$ cat src/design/wss_pkg.sv
// Shared constants for the waveform sequence slot bank and its walker
package wss_pkg;

	// Widths
	localparam int ADDR_W = 8; // Register port address width
	localparam int ID_W = 8; // One waveform identifier
	localparam int IDX_W = 3; // Slot index, eight slots in all
	localparam int NUM_LOCAL = 5; // Slots held in this bank
	localparam int NUM_UPPER = 3; // Slots held by the neighbouring bank

	// Register offsets of the local slots
	localparam logic [ADDR_W-1:0] WAVE_SLOT_0_OFF = 8'h03;
	localparam logic [ADDR_W-1:0] WAVE_SLOT_1_OFF = 8'h04;
	localparam logic [ADDR_W-1:0] WAVE_SLOT_2_OFF = 8'h05;
	localparam logic [ADDR_W-1:0] WAVE_SLOT_3_OFF = 8'h06;
	localparam logic [ADDR_W-1:0] WAVE_SLOT_4_OFF = 8'h07;
	localparam logic [ADDR_W-1:0] SLOT_SPAN = 8'h05; // Local slot count

	// Values
	localparam logic [ID_W-1:0] SLOT_RESET = 8'h00; // Slot reset value
	localparam logic [ID_W-1:0] ID_END = 8'h00; // Identifier ending a run
	localparam logic [ID_W-1:0] RDATA_NONE = 8'h00; // Unmapped read value
	localparam logic [IDX_W-1:0] FIRST_SLOT = 3'h0; // Walk starts here
	localparam logic [IDX_W-1:0] LAST_SLOT = 3'h7; // Eighth slot
	localparam logic [IDX_W-1:0] FIRST_UPPER = 3'h5; // First remote slot
	localparam logic [IDX_W-1:0] IDX_STEP = 3'h1; // Walk step

	// Walker states, Gray along idle-fetch-play-done
	typedef enum logic [1:0] {
		WSS_IDLE = 2'h0,
		WSS_FETCH = 2'h1,
		WSS_PLAY = 2'h3,
		WSS_DONE = 2'h2
	} wss_state_t;

	// True when an address falls on one of the local slots
	function automatic logic slot_hit(input logic [ADDR_W-1:0] addr);
		slot_hit = (addr >= WAVE_SLOT_0_OFF) &&
			(addr < (WAVE_SLOT_0_OFF + SLOT_SPAN));
	endfunction : slot_hit

	// Local slot index of an address, valid only on a hit
	function automatic logic [IDX_W-1:0] slot_index(
			input logic [ADDR_W-1:0] addr);
		logic [ADDR_W-1:0] diff;
		diff = addr - WAVE_SLOT_0_OFF;
		slot_index = diff[IDX_W-1:0];
	endfunction : slot_index

endpackage : wss_pkg

$ cat src/design/wss_seq_if.sv
`timescale 1ns/1ps
`default_nettype none
// Slot fetch path between the bank and the walker
interface wss_seq_if;
	logic [wss_pkg::IDX_W-1:0] fetch_idx; // Slot the walker looks at
	logic [wss_pkg::ID_W-1:0] fetch_id; // Identifier held in that slot

	// Walker side
	modport engine (
		output fetch_idx,
		input fetch_id
	);

	// Bank side
	modport bank (
		input fetch_idx,
		output fetch_id
	);
endinterface : wss_seq_if
`default_nettype wire

$ cat src/design/wss_engine.sv
`timescale 1ns/1ps
`default_nettype none
// Playback walker: steps through the sequence slots
module wss_engine (
	// Clock and reset
	input wire logic clk,
	input wire logic nrst,
	// Trigger and synthesizer handshake
	input wire logic go,
	input wire logic play_done,
	output logic play_start,
	output logic [wss_pkg::ID_W-1:0] play_id,
	// Completion and state
	output logic seq_done,
	output logic seq_busy,
	// Slot fetch path
	wss_seq_if.engine sq
);

	wss_pkg::wss_state_t state_q, state_d; // Walker state
	logic [wss_pkg::IDX_W-1:0] idx_q, idx_d; // Current slot
	logic [wss_pkg::ID_W-1:0] id_q, id_d; // Identifier being played
	logic start_q, start_d; // Start pulse to synthesizer
	logic done_q, done_d; // Sequence complete pulse

	//////////////////////////////////////////////////////////////////////
	// Next state
	always_comb begin
		state_d = state_q;
		idx_d = idx_q;
		id_d = id_q;
		start_d = 1'b0;
		done_d = 1'b0;
		unique case (state_q)
			// Wait for the trigger bit
			wss_pkg::WSS_IDLE: begin
				if (go) begin
					state_d = wss_pkg::WSS_FETCH;
					idx_d = wss_pkg::FIRST_SLOT;
				end
			end
			// Look at the slot; a cleared trigger cancels
			wss_pkg::WSS_FETCH: begin
				if (!go) begin
					state_d = wss_pkg::WSS_IDLE;
				end else if (sq.fetch_id == wss_pkg::ID_END) begin
					state_d = wss_pkg::WSS_DONE;
					done_d = 1'b1;
				end else begin
					state_d = wss_pkg::WSS_PLAY;
					id_d = sq.fetch_id;
					start_d = 1'b1;
				end
			end
			// Wait for the synthesizer to finish the waveform
			wss_pkg::WSS_PLAY: begin
				if (!go) begin
					state_d = wss_pkg::WSS_IDLE;
				end else if (play_done) begin
					if (idx_q == wss_pkg::LAST_SLOT) begin
						state_d = wss_pkg::WSS_DONE;
						done_d = 1'b1;
					end else begin
						state_d = wss_pkg::WSS_FETCH;
						idx_d = idx_q + wss_pkg::IDX_STEP;
					end
				end
			end
			// Hold until the trigger logic drops the bit; no rerun
			wss_pkg::WSS_DONE: begin
				if (!go) begin
					state_d = wss_pkg::WSS_IDLE;
				end
			end
		endcase
	end

	// Registers only
	always_ff @(posedge clk) begin
		if (!nrst) begin
			state_q <= wss_pkg::WSS_IDLE;
			idx_q <= wss_pkg::FIRST_SLOT;
			id_q <= wss_pkg::SLOT_RESET;
			start_q <= 1'b0;
			done_q <= 1'b0;
		end else begin
			state_q <= state_d;
			idx_q <= idx_d;
			id_q <= id_d;
			start_q <= start_d;
			done_q <= done_d;
		end
	end

	//////////////////////////////////////////////////////////////////////
	// Outputs
	assign sq.fetch_idx = idx_q;
	assign play_start = start_q;
	assign play_id = id_q;
	assign seq_done = done_q;
	assign seq_busy = (state_q == wss_pkg::WSS_FETCH) ||
		(state_q == wss_pkg::WSS_PLAY);

	//////////////////////////////////////////////////////////////////////
	// Checks
	chk_start_first: assert property (@(posedge clk) disable iff (!nrst)
		(state_q == wss_pkg::WSS_IDLE && go) |=>
		(idx_q == wss_pkg::FIRST_SLOT && state_q == wss_pkg::WSS_FETCH))
		else $error("walk did not start at the first slot");

	chk_play_fetched: assert property (@(posedge clk) disable iff (!nrst)
		(state_q == wss_pkg::WSS_FETCH && go &&
		sq.fetch_id != wss_pkg::ID_END) |=>
		(play_start && play_id == $past(sq.fetch_id)))
		else $error("fetched identifier not played");

	chk_slot_advance: assert property (@(posedge clk) disable iff (!nrst)
		(state_q == wss_pkg::WSS_PLAY && go && play_done &&
		idx_q != wss_pkg::LAST_SLOT) |=>
		(idx_q == $past(idx_q) + wss_pkg::IDX_STEP &&
		state_q == wss_pkg::WSS_FETCH))
		else $error("walk did not advance to next slot");

	chk_zero_ends: assert property (@(posedge clk) disable iff (!nrst)
		(state_q == wss_pkg::WSS_FETCH && go &&
		sq.fetch_id == wss_pkg::ID_END) |=>
		(!play_start && seq_done) ##1 (!play_start && !seq_done))
		else $error("zero identifier did not end the walk");

	chk_eight_max: assert property (@(posedge clk) disable iff (!nrst)
		(state_q == wss_pkg::WSS_PLAY && go && play_done &&
		idx_q == wss_pkg::LAST_SLOT) |=>
		(state_q == wss_pkg::WSS_DONE && seq_done))
		else $error("walk ran past the eighth slot");

	chk_no_wrap: assert property (@(posedge clk) disable iff (!nrst)
		(state_q == wss_pkg::WSS_DONE && go) |=>
		(state_q == wss_pkg::WSS_DONE && !play_start && !seq_done))
		else $error("walk wrapped after completion");

	cov_zero_stop: cover property (@(posedge clk) disable iff (!nrst)
		state_q == wss_pkg::WSS_FETCH && go && sq.fetch_id == wss_pkg::ID_END);
	cov_all_eight: cover property (@(posedge clk) disable iff (!nrst)
		state_q == wss_pkg::WSS_PLAY && go && play_done &&
		idx_q == wss_pkg::LAST_SLOT);
	cov_cancel: cover property (@(posedge clk) disable iff (!nrst)
		state_q == wss_pkg::WSS_PLAY && !go);

endmodule : wss_engine
`default_nettype wire

$ cat src/design/wss_slots.sv
`timescale 1ns/1ps
`default_nettype none
module wss_slots (
	// Clock and reset
	input wire logic clk,
	input wire logic nrst,
	// Register port, decoded from the serial interface
	input wire logic [wss_pkg::ADDR_W-1:0] reg_addr,
	input wire logic reg_wr,
	input wire logic [wss_pkg::ID_W-1:0] reg_wdata,
	input wire logic reg_rd,
	output logic [wss_pkg::ID_W-1:0] reg_rdata,
	output logic reg_hit,
	// Slots five to seven, held by the neighbouring bank
	input wire logic [wss_pkg::NUM_UPPER*wss_pkg::ID_W-1:0] upper_ids,
	// Trigger bit and its completion report
	input wire logic go,
	output logic seq_done,
	// Synthesizer handshake
	output logic play_start,
	output logic [wss_pkg::ID_W-1:0] play_id,
	input wire logic play_done,
	// Walker status
	output logic seq_busy,
	output logic [wss_pkg::IDX_W-1:0] cur_slot
);

	//////////////////////////////////////////////////////////////////////
	// Storage
	// Holds sequence_slot_zero_id through sequence_slot_four_id
	// Map of the local bank, lowest offset first:
	//   sequence_slot_zero_id   walk index zero, first offset
	//   sequence_slot_one_id    walk index one
	//   sequence_slot_two_id    walk index two
	//   sequence_slot_three_id  walk index three
	//   sequence_slot_four_id   walk index four, last local offset
	// Walk indices five to seven live in the neighbouring bank.
	logic [wss_pkg::ID_W-1:0] slots_q [wss_pkg::NUM_LOCAL];
	logic [wss_pkg::ID_W-1:0] slots_d [wss_pkg::NUM_LOCAL];
	logic [wss_pkg::ID_W-1:0] rdata_q, rdata_d; // Read answer
	logic wr_hit; // Write lands on a local slot
	logic rd_hit; // Read lands on a local slot
	logic [wss_pkg::IDX_W-1:0] acc_idx; // Local slot addressed
	logic [wss_pkg::NUM_LOCAL*wss_pkg::ID_W-1:0] slots_flat; // Bank, packed
	logic [wss_pkg::NUM_LOCAL*wss_pkg::ID_W-1:0] wr_mask; // Write target

	// Fetch path to the walker
	wss_seq_if sq ();

	//////////////////////////////////////////////////////////////////////
	// Address decode, shared by reads and writes
	// The index means something only on a hit; both strobes gate it
	assign acc_idx = wss_pkg::slot_index(reg_addr);
	assign wr_hit = reg_wr && wss_pkg::slot_hit(reg_addr);
	assign rd_hit = reg_rd && wss_pkg::slot_hit(reg_addr);
	// Combinational so the port logic can flag unmapped addresses early
	assign reg_hit = wss_pkg::slot_hit(reg_addr);

	//////////////////////////////////////////////////////////////////////
	// Slot next values
	// Writes are taken even while a walk runs; the walker simply picks
	// up the new identifier if it has not yet reached that slot.
	always_comb begin
		// Default: every slot keeps its identifier
		for (int i = 0; i < wss_pkg::NUM_LOCAL; i++) begin
			slots_d[i] = slots_q[i];
		end
		// A hit overwrites just the addressed slot
		if (wr_hit) begin
			slots_d[acc_idx] = reg_wdata;
		end
	end

	// Read answer next value
	// Unmapped reads answer zero; the answer holds between reads
	always_comb begin
		rdata_d = rdata_q;
		if (rd_hit) begin
			// Hit: stored identifier, before any write this cycle
			rdata_d = slots_q[acc_idx];
		end else if (reg_rd) begin
			// Miss: unmapped offsets answer the fixed value
			rdata_d = wss_pkg::RDATA_NONE;
		end
	end

	// Slot and answer registers
	// Synchronous reset clears every slot and the answer
	always_ff @(posedge clk) begin
		if (!nrst) begin
			for (int i = 0; i < wss_pkg::NUM_LOCAL; i++) begin
				slots_q[i] <= wss_pkg::SLOT_RESET;
			end
			rdata_q <= wss_pkg::RDATA_NONE;
		end else begin
			for (int i = 0; i < wss_pkg::NUM_LOCAL; i++) begin
				slots_q[i] <= slots_d[i];
			end
			rdata_q <= rdata_d;
		end
	end

	assign reg_rdata = rdata_q;

	//////////////////////////////////////////////////////////////////////
	// Packed view of the bank and the byte a write aims at
	// Used only by the checks; a packed vector lets them compare the
	// whole bank across cycles in one expression
	always_comb begin
		slots_flat = '0;
		wr_mask = '0;
		for (int i = 0; i < wss_pkg::NUM_LOCAL; i++) begin
			slots_flat[i*wss_pkg::ID_W +: wss_pkg::ID_W] = slots_q[i];
			// Byte lane of the addressed slot
			if (int'(acc_idx) == i) begin
				wr_mask[i*wss_pkg::ID_W +: wss_pkg::ID_W] = '1;
			end
		end
	end

	//////////////////////////////////////////////////////////////////////
	// Fetch mux: local slots first, remote ones above
	// Remote slots are read live; their bank keeps them stable
	always_comb begin
		logic [wss_pkg::IDX_W-1:0] up;
		up = sq.fetch_idx - wss_pkg::FIRST_UPPER;
		if (sq.fetch_idx < wss_pkg::FIRST_UPPER) begin
			// Local slot, straight from the bank
			sq.fetch_id = slots_q[sq.fetch_idx];
		end else begin
			// Remote slot, one byte lane of upper_ids
			sq.fetch_id = upper_ids[up*wss_pkg::ID_W +: wss_pkg::ID_W];
		end
	end

	//////////////////////////////////////////////////////////////////////
	// Walker
	// The walker owns the slot index; this bank only answers fetches.
	// A cleared trigger cancels the walk without a completion pulse.
	wss_engine u_engine (
		.clk(clk),
		.nrst(nrst),
		.go(go),
		.play_done(play_done),
		.play_start(play_start),
		.play_id(play_id),
		.seq_done(seq_done),
		.seq_busy(seq_busy),
		.sq(sq.engine)
	);

	assign cur_slot = sq.fetch_idx;

	//////////////////////////////////////////////////////////////////////
	// Checks
	// Port and storage behaviour; the walk itself is watched in the
	// walker, next to its state machine
	chk_slot_write: assert property (@(posedge clk) disable iff (!nrst)
		wr_hit |=> (slots_q[$past(acc_idx)] == $past(reg_wdata)))
		else $error("slot write not stored");

	// A read in the cycle of a write answers the old identifier
	chk_slot_read: assert property (@(posedge clk) disable iff (!nrst)
		rd_hit |=>
		(reg_rdata == $past(slots_q[acc_idx])))
		else $error("slot read answer wrong");

	chk_unmapped_read: assert property (@(posedge clk)
		disable iff (!nrst)
		(reg_rd && !reg_hit) |=> (reg_rdata == wss_pkg::RDATA_NONE))
		else $error("unmapped read not zero");

	chk_fetch_local: assert property (@(posedge clk) disable iff (!nrst)
		(seq_busy && sq.fetch_idx < wss_pkg::FIRST_UPPER) |->
		(sq.fetch_id == slots_q[sq.fetch_idx]))
		else $error("walker fetched wrong local slot");

	// Only the five local offsets claim the port
	chk_hit_decode: assert property (@(posedge clk) disable iff (!nrst)
		reg_hit == ((reg_addr >= wss_pkg::WAVE_SLOT_0_OFF) &&
		(reg_addr <= wss_pkg::WAVE_SLOT_4_OFF)))
		else $error("slot decode claims wrong address");

	// A write that misses the bank leaves every slot alone
	chk_stray_write: assert property (@(posedge clk) disable iff (!nrst)
		(reg_wr && !reg_hit) |=> $stable(slots_flat))
		else $error("unmapped write changed a slot");

	// A write changes its own slot and no other
	chk_write_one: assert property (@(posedge clk) disable iff (!nrst)
		wr_hit |=> (((slots_flat ^ $past(slots_flat)) &
		~$past(wr_mask)) == '0))
		else $error("write spilled into another slot");

	// The answer stands until the next read strobe
	chk_rdata_hold: assert property (@(posedge clk) disable iff (!nrst)
		!reg_rd |=> $stable(reg_rdata))
		else $error("read answer changed without a read");

	// Leaving reset, the bank and the answer hold their reset values;
	// no disable here, since reset itself is what is being watched
	chk_reset_clear: assert property (@(posedge clk)
		!$past(nrst) |->
		(slots_flat == {wss_pkg::NUM_LOCAL{wss_pkg::SLOT_RESET}} &&
		reg_rdata == wss_pkg::RDATA_NONE))
		else $error("slot not cleared by reset");

	cov_write_then_go: cover property (@(posedge clk) disable iff (!nrst)
		wr_hit ##[1:4] (go && !seq_busy));

	cov_stray_write: cover property (@(posedge clk) disable iff (!nrst)
		reg_wr && !reg_hit);

endmodule : wss_slots
`default_nettype wire

$ cat config.mk
export PLATFORM = sky130hd
export DESIGN_NAME = wss_slots
export DESIGN_NICKNAME = d
export VERILOG_FILES = /design/src/design/wss_pkg.sv /design/src/design/wss_seq_if.sv /design/src/design/wss_engine.sv /design/src/design/wss_slots.sv
export SDC_FILE = /design/constraint.sdc
export NUM_CORES = 1
export LEC_CHECK = 0
export ABC_AREA = 1
export ABC_CLOCK_PERIOD_IN_PS = 6300
export BUFFER_PORTS_ARGS = -buffer_cell sky130_fd_sc_hd__buf_4
export CAP_MARGIN = 30
export CORE_AREA = 4 4 86 88
export DETAILED_ROUTE_END_ITERATION = 10
export DIE_AREA = 0 0 90 92
export GPL_TIMING_DRIVEN = 0
export PLACE_DENSITY = 0.78
export SYNTH_ARGS = -nofsm -noshare
export SYNTH_HDL_FRONTEND = slang
export SYNTH_SLANG_ARGS = --single-unit
$ cat constraint.sdc
create_clock -name clk -period 6.3 [get_ports clk]
set_input_delay 0.63 -clock clk [delete_from_list [all_inputs] [get_ports clk]]
set_output_delay 0.63 -clock clk [all_outputs]
set_load 0.02 [all_outputs]
==> flow_summary.yaml, run 1 <==
timing:
  hold_violations: 0
  fin_crit_sh: 0.377
  relSlewSlack: 0.584
  tightest_slew_ns: 0.624
  fin_skew_ns: 0.00903
  slew_violations: 0
  holdWs_ns: 0.465
  max_freq_mhz: 422
  rsz0062_at_grt: "no"
  finalSetupTns_ns: 0
  setup_viol_count_final: 0
  worst_slack_ns: 3.93
  min_period_ns: 2.37
flow_run:
  maxCapViolations: 0
detailed_routing:
  drt-met1-wl_microns: 4820
  drt-total-wl_microns: 10800
  met2WireLength_microns: 4880
  wl_met3_microns: 900
  routed_via_density: 5.48
  drc_errors: 0
  first_pass_iters: 7
  dr_total_vias: 3812
  drt-initial-drc-count: 308
  wl_per_cell_microns: 15.6
  maxUsedRoutingLayer: "met4"
  drtAntennaViolNets: 0
grt:
  grt_pass1_vias: 3545
  grt_start_max_net_pins: 11
  grt_use_total: 0.271
  antenna_found_initial: 0
  overflow: 0
  grt_pass1_wl_microns: 17800
final_layout:
  postLayoutCellArea_sq_um: 4400
  final_core_util: 0.663
  layout-drive-gt1-share: 0.218
  syn_to_final_growth_pct: 22.8
  final_cells: 696
  antenna_cells: 0
  nets: 663
yosys:
  netlist_area_sq_um: 3590
  ys_seq_area_frac: 0.368
  ys_top_cells_by_area: "dfxtp_1, nand2_1, nor2_1"
  syn-instance-count: 534
  synth_nets: 584
  synth_commonest_cells: "nand2_1, nor2_1, dfxtp_1"
  synth-main-ff-cell: "dfxtp_1"
  avgSynthCellArea_sq_um: 6.72
  yosysUniqueCellTypes: 29
  async_reset_ff_frac: 0
  synth_edf_count: 0
  post-synth-top-count-cell: "nand2_1"
  ys_warn_count: 0
  yosys.area.top_type: "dfxtp_1"
  yosysTopAreaCellShare: 0.368
  ys_ff_latch: 66
setup_path:
  cp_common_cell: "nand2_1"
  critPathMaxStageDelay_ns: 0.38
  cp-startpoint: "u_engine.sq.fetch_idx[0]"
  required_ns: 6.53
  reg2reg_from: "u_engine.sq.fetch_idx[0]"
  cp_slowest_cell: "dfxtp_1"
  crit_chain: "buf_4 > inv_2 > buf_6 > ha_1 > buf_2 > buf_2 > o21ai_1 > nand2_1 > nand2_1 > nor2_2 > nand2_2 > o21ai_1 > nand2_1 > nand2_1 > nand2_1"
  crit_path_end_kind: "flip-flop"
  crit_family: "buffers and inverters"
  path_buf_inv: 5
  worstPathArrival_ns: 2.61
  critPathLaunchType: "flip-flop"
  critical_path_class: "flip-flop to flip-flop"
  crit_fanout: 10
clock_network:
  clk_latency_ns: 0.34
  path_clk_slew_ns: 0.07
  cts_tree: "built"
  postCtsSetupBuffers: 0
  cts_resized: 0
  cts-htree-levels: 3
  cts_buffers: 9
  cts_hold_buf: 0
  root_buffer: "clkbuf_8"
  cts_sinks: 66
  cts_buffer_depth: 2
floorplanning:
  start_util: 0.540
  num_rows: 30
  num_io_pins: 69
  die-area_sq_um: 8280
  coreArea_sq_um: 6640
  die_w_microns: 90
  die_y_microns: 92
pwr:
  p_total_mw: 1.09
  pwr_density_cell_nw_per_um2: 248
  leakage_nw: 2.04
  ir_drop_mv: 0.184
placed_design:
  place.gp.congestion: 0.960
  post-place-ws_ns: 3.87
  port_buffers: 68
  dp.cells: 682
  placed_cell_area_sq_um: 4200
  post-dp-hpwl_microns: 8210
outcome:
  status: "complete, no violations"
worst_hold_path:
  hp-class: "flip-flop to flip-flop"
  hp-start: "reg_rdata[3]"
-- metal layers --
layer  vias to the layer above  track usage
li1                       1891            -
met1                      1720        0.377
met2                       173        0.421
met3                        28       0.0582
met4                         0       0.0816
met5                         -            0
-- worst paths after layout --
check / endpoint / slack, ns / cells after the start
hold / removal: reg_rdata[3] / 0.47 / 2
setup / recovery: u_engine.state_q[0] / 3.93 / 15
hold reg to reg: reg_rdata[3] / 0.47 / 2
setup reg to reg: u_engine.state_q[0] / 3.93 / 15
-- area by class of cell --
type / count / area, sq um
tap: 80 / 100
clock inverter: 3 / 65.1
inverter: 55 / 209
multi-input combinational: 388 / 1900
buffer: 25 / 156
fill: 604 / 2240
clock buffer: 11 / 141
timing repair buffer: 68 / 510
sequential: 66 / 1320
-- logic make-up (layout without fill, tap and decap cells) --
kind of cell | count (synthesis) | after routing | share of synthesized area
and+or+nand+nor | 255 | 255 | 0.319
DFF | 66 | 66 | 0.368
buffers and inverters | 80 | 162 | 0.102
adders and majority gates | 4 | 4 | 0.0140
AOI/OAI and AO/OA | 129 | 129 | 0.197
-- tightest hold or removal path: cells and delay by family (launching register included) --
kind | cells | cell delay (ns)
DFF | 1 | 0.31
and+or+nand+nor | 1 | 0.06
AOI/OAI and AO/OA | 1 | 0.05
-- registers in the layout (all words and copies together), names as in the netlist, named ones only --
name                   cells
u_engine.seq_done          1
reg_rdata                  8
u_engine.sq.fetch_idx      3
slots_q                   40
u_engine.play_start        1
u_engine.play_id           8
u_engine.state_q           2
-- power breakdown --
| group | internal [mW] | switching, mW | leakage [nW] | total, mW |
|---|---|---|---|---|
| logic | 0.0998 | 0.169 | 1.40 | 0.269 |
| registers | 0.429 | 0.00823 | 0.533 | 0.437 |
| clock network | 0.229 | 0.157 | 0.105 | 0.386 |
-- cell usage in the layout (no fill, tap or decap) --
| cell type | instances |
|---|---|
| a211oi_1 | 10 |
| a21oi_1 | 49 |
| a22o_1 | 1 |
| a31oi_1 | 1 |
| buf_1 | 1 |
| buf_2 | 5 |
| buf_4 | 77 |
| buf_6 | 3 |
| bufinv_16 | 2 |
| clkbuf_1 | 8 |
| clkbuf_8 | 10 |
| clkinv_2 | 1 |
| dfxtp_1 | 66 |
| ha_1 | 4 |
| inv_1 | 47 |
| inv_2 | 7 |
| inv_4 | 1 |
| nand2_1 | 118 |
| nand2_2 | 10 |
| nand2_4 | 2 |
| nand3_1 | 34 |
| nor2_1 | 73 |
| nor2_2 | 6 |
| nor2_4 | 5 |
| nor3_1 | 2 |
| nor3_2 | 2 |
| nor3_4 | 3 |
| o2111ai_1 | 6 |
| o21a_1 | 1 |
| o21ai_0 | 44 |
| o21ai_1 | 13 |
| o22ai_1 | 4 |
Note: power is estimated with default switching activity, not from simulation.
==> inputs of run 2 (changes only) <==
ABC_CLOCK_PERIOD_IN_PS = 2500   (was 6300)
clock period = 2.5 ns   (was 6.3 ns; I/O delays follow)
==> run 2 against run 1 <==
Clock power increased to 2.5 times the previous value. Power rose to 2.5 times the previous value. Worst setup slack got worse by 3.7 ns. Via count shrank 0.81%. Critical path depth grew 1. Combinational power rose to 2.6 times the previous value. Clock-buffer cell count stayed put. First-iteration DRC count down 8.1%. Worst hold slack got worse by 0.25 ns. Register-to-register slack lost 3.7 ns. Fmax up 5.9%. Non-clock buffer count stayed put. Highest routed layer unchanged.
==> flow_summary.yaml, run 2 (synthesis results as in run 1) <==
outcome:
  status: "complete, no violations"
detailed_routing:
  drtAntennaViolNets: 0
  routed_via_density: 5.43
  dr_total_vias: 3781
  first_pass_iters: 5
  drc_errors: 0
  wl_per_cell_microns: 15.7
  drt-initial-drc-count: 283
  drt-total-wl_microns: 10900
timing:
  rsz0062_at_grt: "no"
  fin_skew_ns: 0.00735
  hold_violations: 0
  relSlewSlack: 0.595
  tightest_slew_ns: 0.608
  fin_crit_sh: 0.896
  finalSetupTns_ns: 0
  min_period_ns: 2.24
  setup_viol_count_final: 0
  slew_violations: 0
  max_freq_mhz: 447
clock_network:
  cts_buffer_depth: 2
  path_clk_slew_ns: 0.07
  cts_tree: "built"
  cts_sinks: 66
  root_buffer: "clkbuf_8"
  cts_buffers: 9
  postCtsSetupBuffers: 0
  clk_latency_ns: 0.34
  cts-htree-levels: 3
placed_design:
  post-dp-hpwl_microns: 8210
  place.gp.congestion: 0.960
  port_buffers: 68
grt:
  grt_start_max_net_pins: 11
  grt_use_total: 0.271
  grt_pass1_wl_microns: 17800
  grt_pass1_vias: 3545
  antenna_found_initial: 0
  overflow: 0
setup_path:
  critical_path_class: "flip-flop to flip-flop"
  r2r_cells: 16
  crit_path_end_kind: "flip-flop"
  critPathLaunchType: "flip-flop"
  required_ns: 2.74
  worstPathArrival_ns: 2.48
  crit_fanout: 10
pwr:
  clkPwrFrac: 0.352
  pwr_density_cell_nw_per_um2: 626
  ir_drop_mv: 0.463
  cellInternalPower_mw: 1.92
  leakage_nw: 2.04
  p_switching_mw: 0.846
  swShare: 0.306
  power_frac_comb: 0.249
  seq_power_share: 0.399
final_layout:
  largest_reg_flops: 40
  nets: 663
  top_register: "slots_q"
  antenna_cells: 0
  final_core_util: 0.665
  syn_to_final_growth_pct: 23.2
  most-common-layout-cells: "nand2_1, buf_4, nor2_1"
  n_fill_cell: 603
  final_common_cell: "nand2_1"
  layout-drive-gt1-share: 0.219
floorplanning:
  num_rows: 30
  start_util: 0.540
  num_io_pins: 69
  coreArea_sq_um: 6640
  die_y_microns: 92
  die_w_microns: 90
  die-area_sq_um: 8280
worst_hold_path:
  hp-class: "primary input to flip-flop"
  min_path_cells: 3
flow_run:
  maxCapViolations: 0
run 2: cell count changes in the layout (fill, tap and decap cells not counted), sizes merged:
cell	change
buf	-1
clkbuf	+1
run 2: critical path, cell delays in order, from the launching register on:
cell and delay, ns:
dfxtp_2 0.36, buf_6 0.14, inv_2 0.05, buf_6 0.13, ha_1 0.28, clkbuf_4 0.18
buf_6 0.14, o22ai_1 0.16, nand2_1 0.08, nand2_1 0.13, nor2_2 0.05, nand2_2 0.10
inv_2 0.05, nand2_4 0.08, nand3_1 0.07, nand2_1 0.09, nor2_1 0.04
run 2: final cells by class:
cell class	count	area [sq um]	share of cell area
well taps	80	100	0.0227
inverters	55	209	0.0473
plain buffers	25	169	0.0382
clock buffers	11	141	0.0320
flip-flops and latches	66	1320	0.299
clock inverters	3	65.1	0.0147
multi-input cells	388	1900	0.430
repair buffers	68	510	0.116
run 2: layer usage:
| metal | part of all wire | wire [microns] | GRT usage |
|---|---|---|---|
| met3 | 0.077 | 837 | 0.0582 |
| met2 | 0.46 | 4980 | 0.421 |
| met1 | 0.45 | 4920 | 0.377 |
| met4 | 0.016 | 173 | 0.0816 |
| met5 | 0 | 0 | 0 |
run 2: through the flow:
stage | hold slack (ns) | instances | power (mW) | setup WS, ns | cell area, sq um
finish | 0.215 | 696 | 2.77 | 0.261 | 4420
detailed placement | 0.457 | 682 | 1.80 | 0.158 | 4200
global placement | 0.453 | 682 | 1.79 | 0.161 | 4200
CTS | 0.203 | 696 | 2.76 | 0.150 | 4400
global route | 0.215 | 696 | 2.92 | 0.0284 | 4420
floorplan | 0.388 | 534 | 1.59 | 0.275 | 3590
run 2: path summary, 6_finish.rpt:
kind | endpoint | startpoint | slack, ns
min reg2reg | reg_rdata[3] | reg_rdata[3] | 0.47
max reg2reg | u_engine.play_id[2] | u_engine.sq.fetch_idx[0] | 0.26
min | slots_q[4][7] | nrst | 0.22
max | u_engine.play_id[2] | u_engine.sq.fetch_idx[0] | 0.26
run 2: what timing repair did:
| action | in CTS | in global routing |
|---|---|---|
| setup endpoints to repair | 0 | 10 |
| resized for setup | 0 | 6 |
| hold buffers | 0 | 0 |
run 2: power groups by stage:
| stage | clock, mW | combinational (mW) | sequential, mW |
|---|---|---|---|
| 6_report | 0.974 | 0.689 | 1.10 |
| 5_1_grt | 1.04 | 0.768 | 1.11 |
| 4_1_cts | 0.981 | 0.675 | 1.10 |
| 3_5_place_dp | 0 | 0.671 | 1.13 |
| 3_3_place_gp | 0 | 0.663 | 1.12 |
| 2_1_floorplan | 0 | 0.440 | 1.15 |
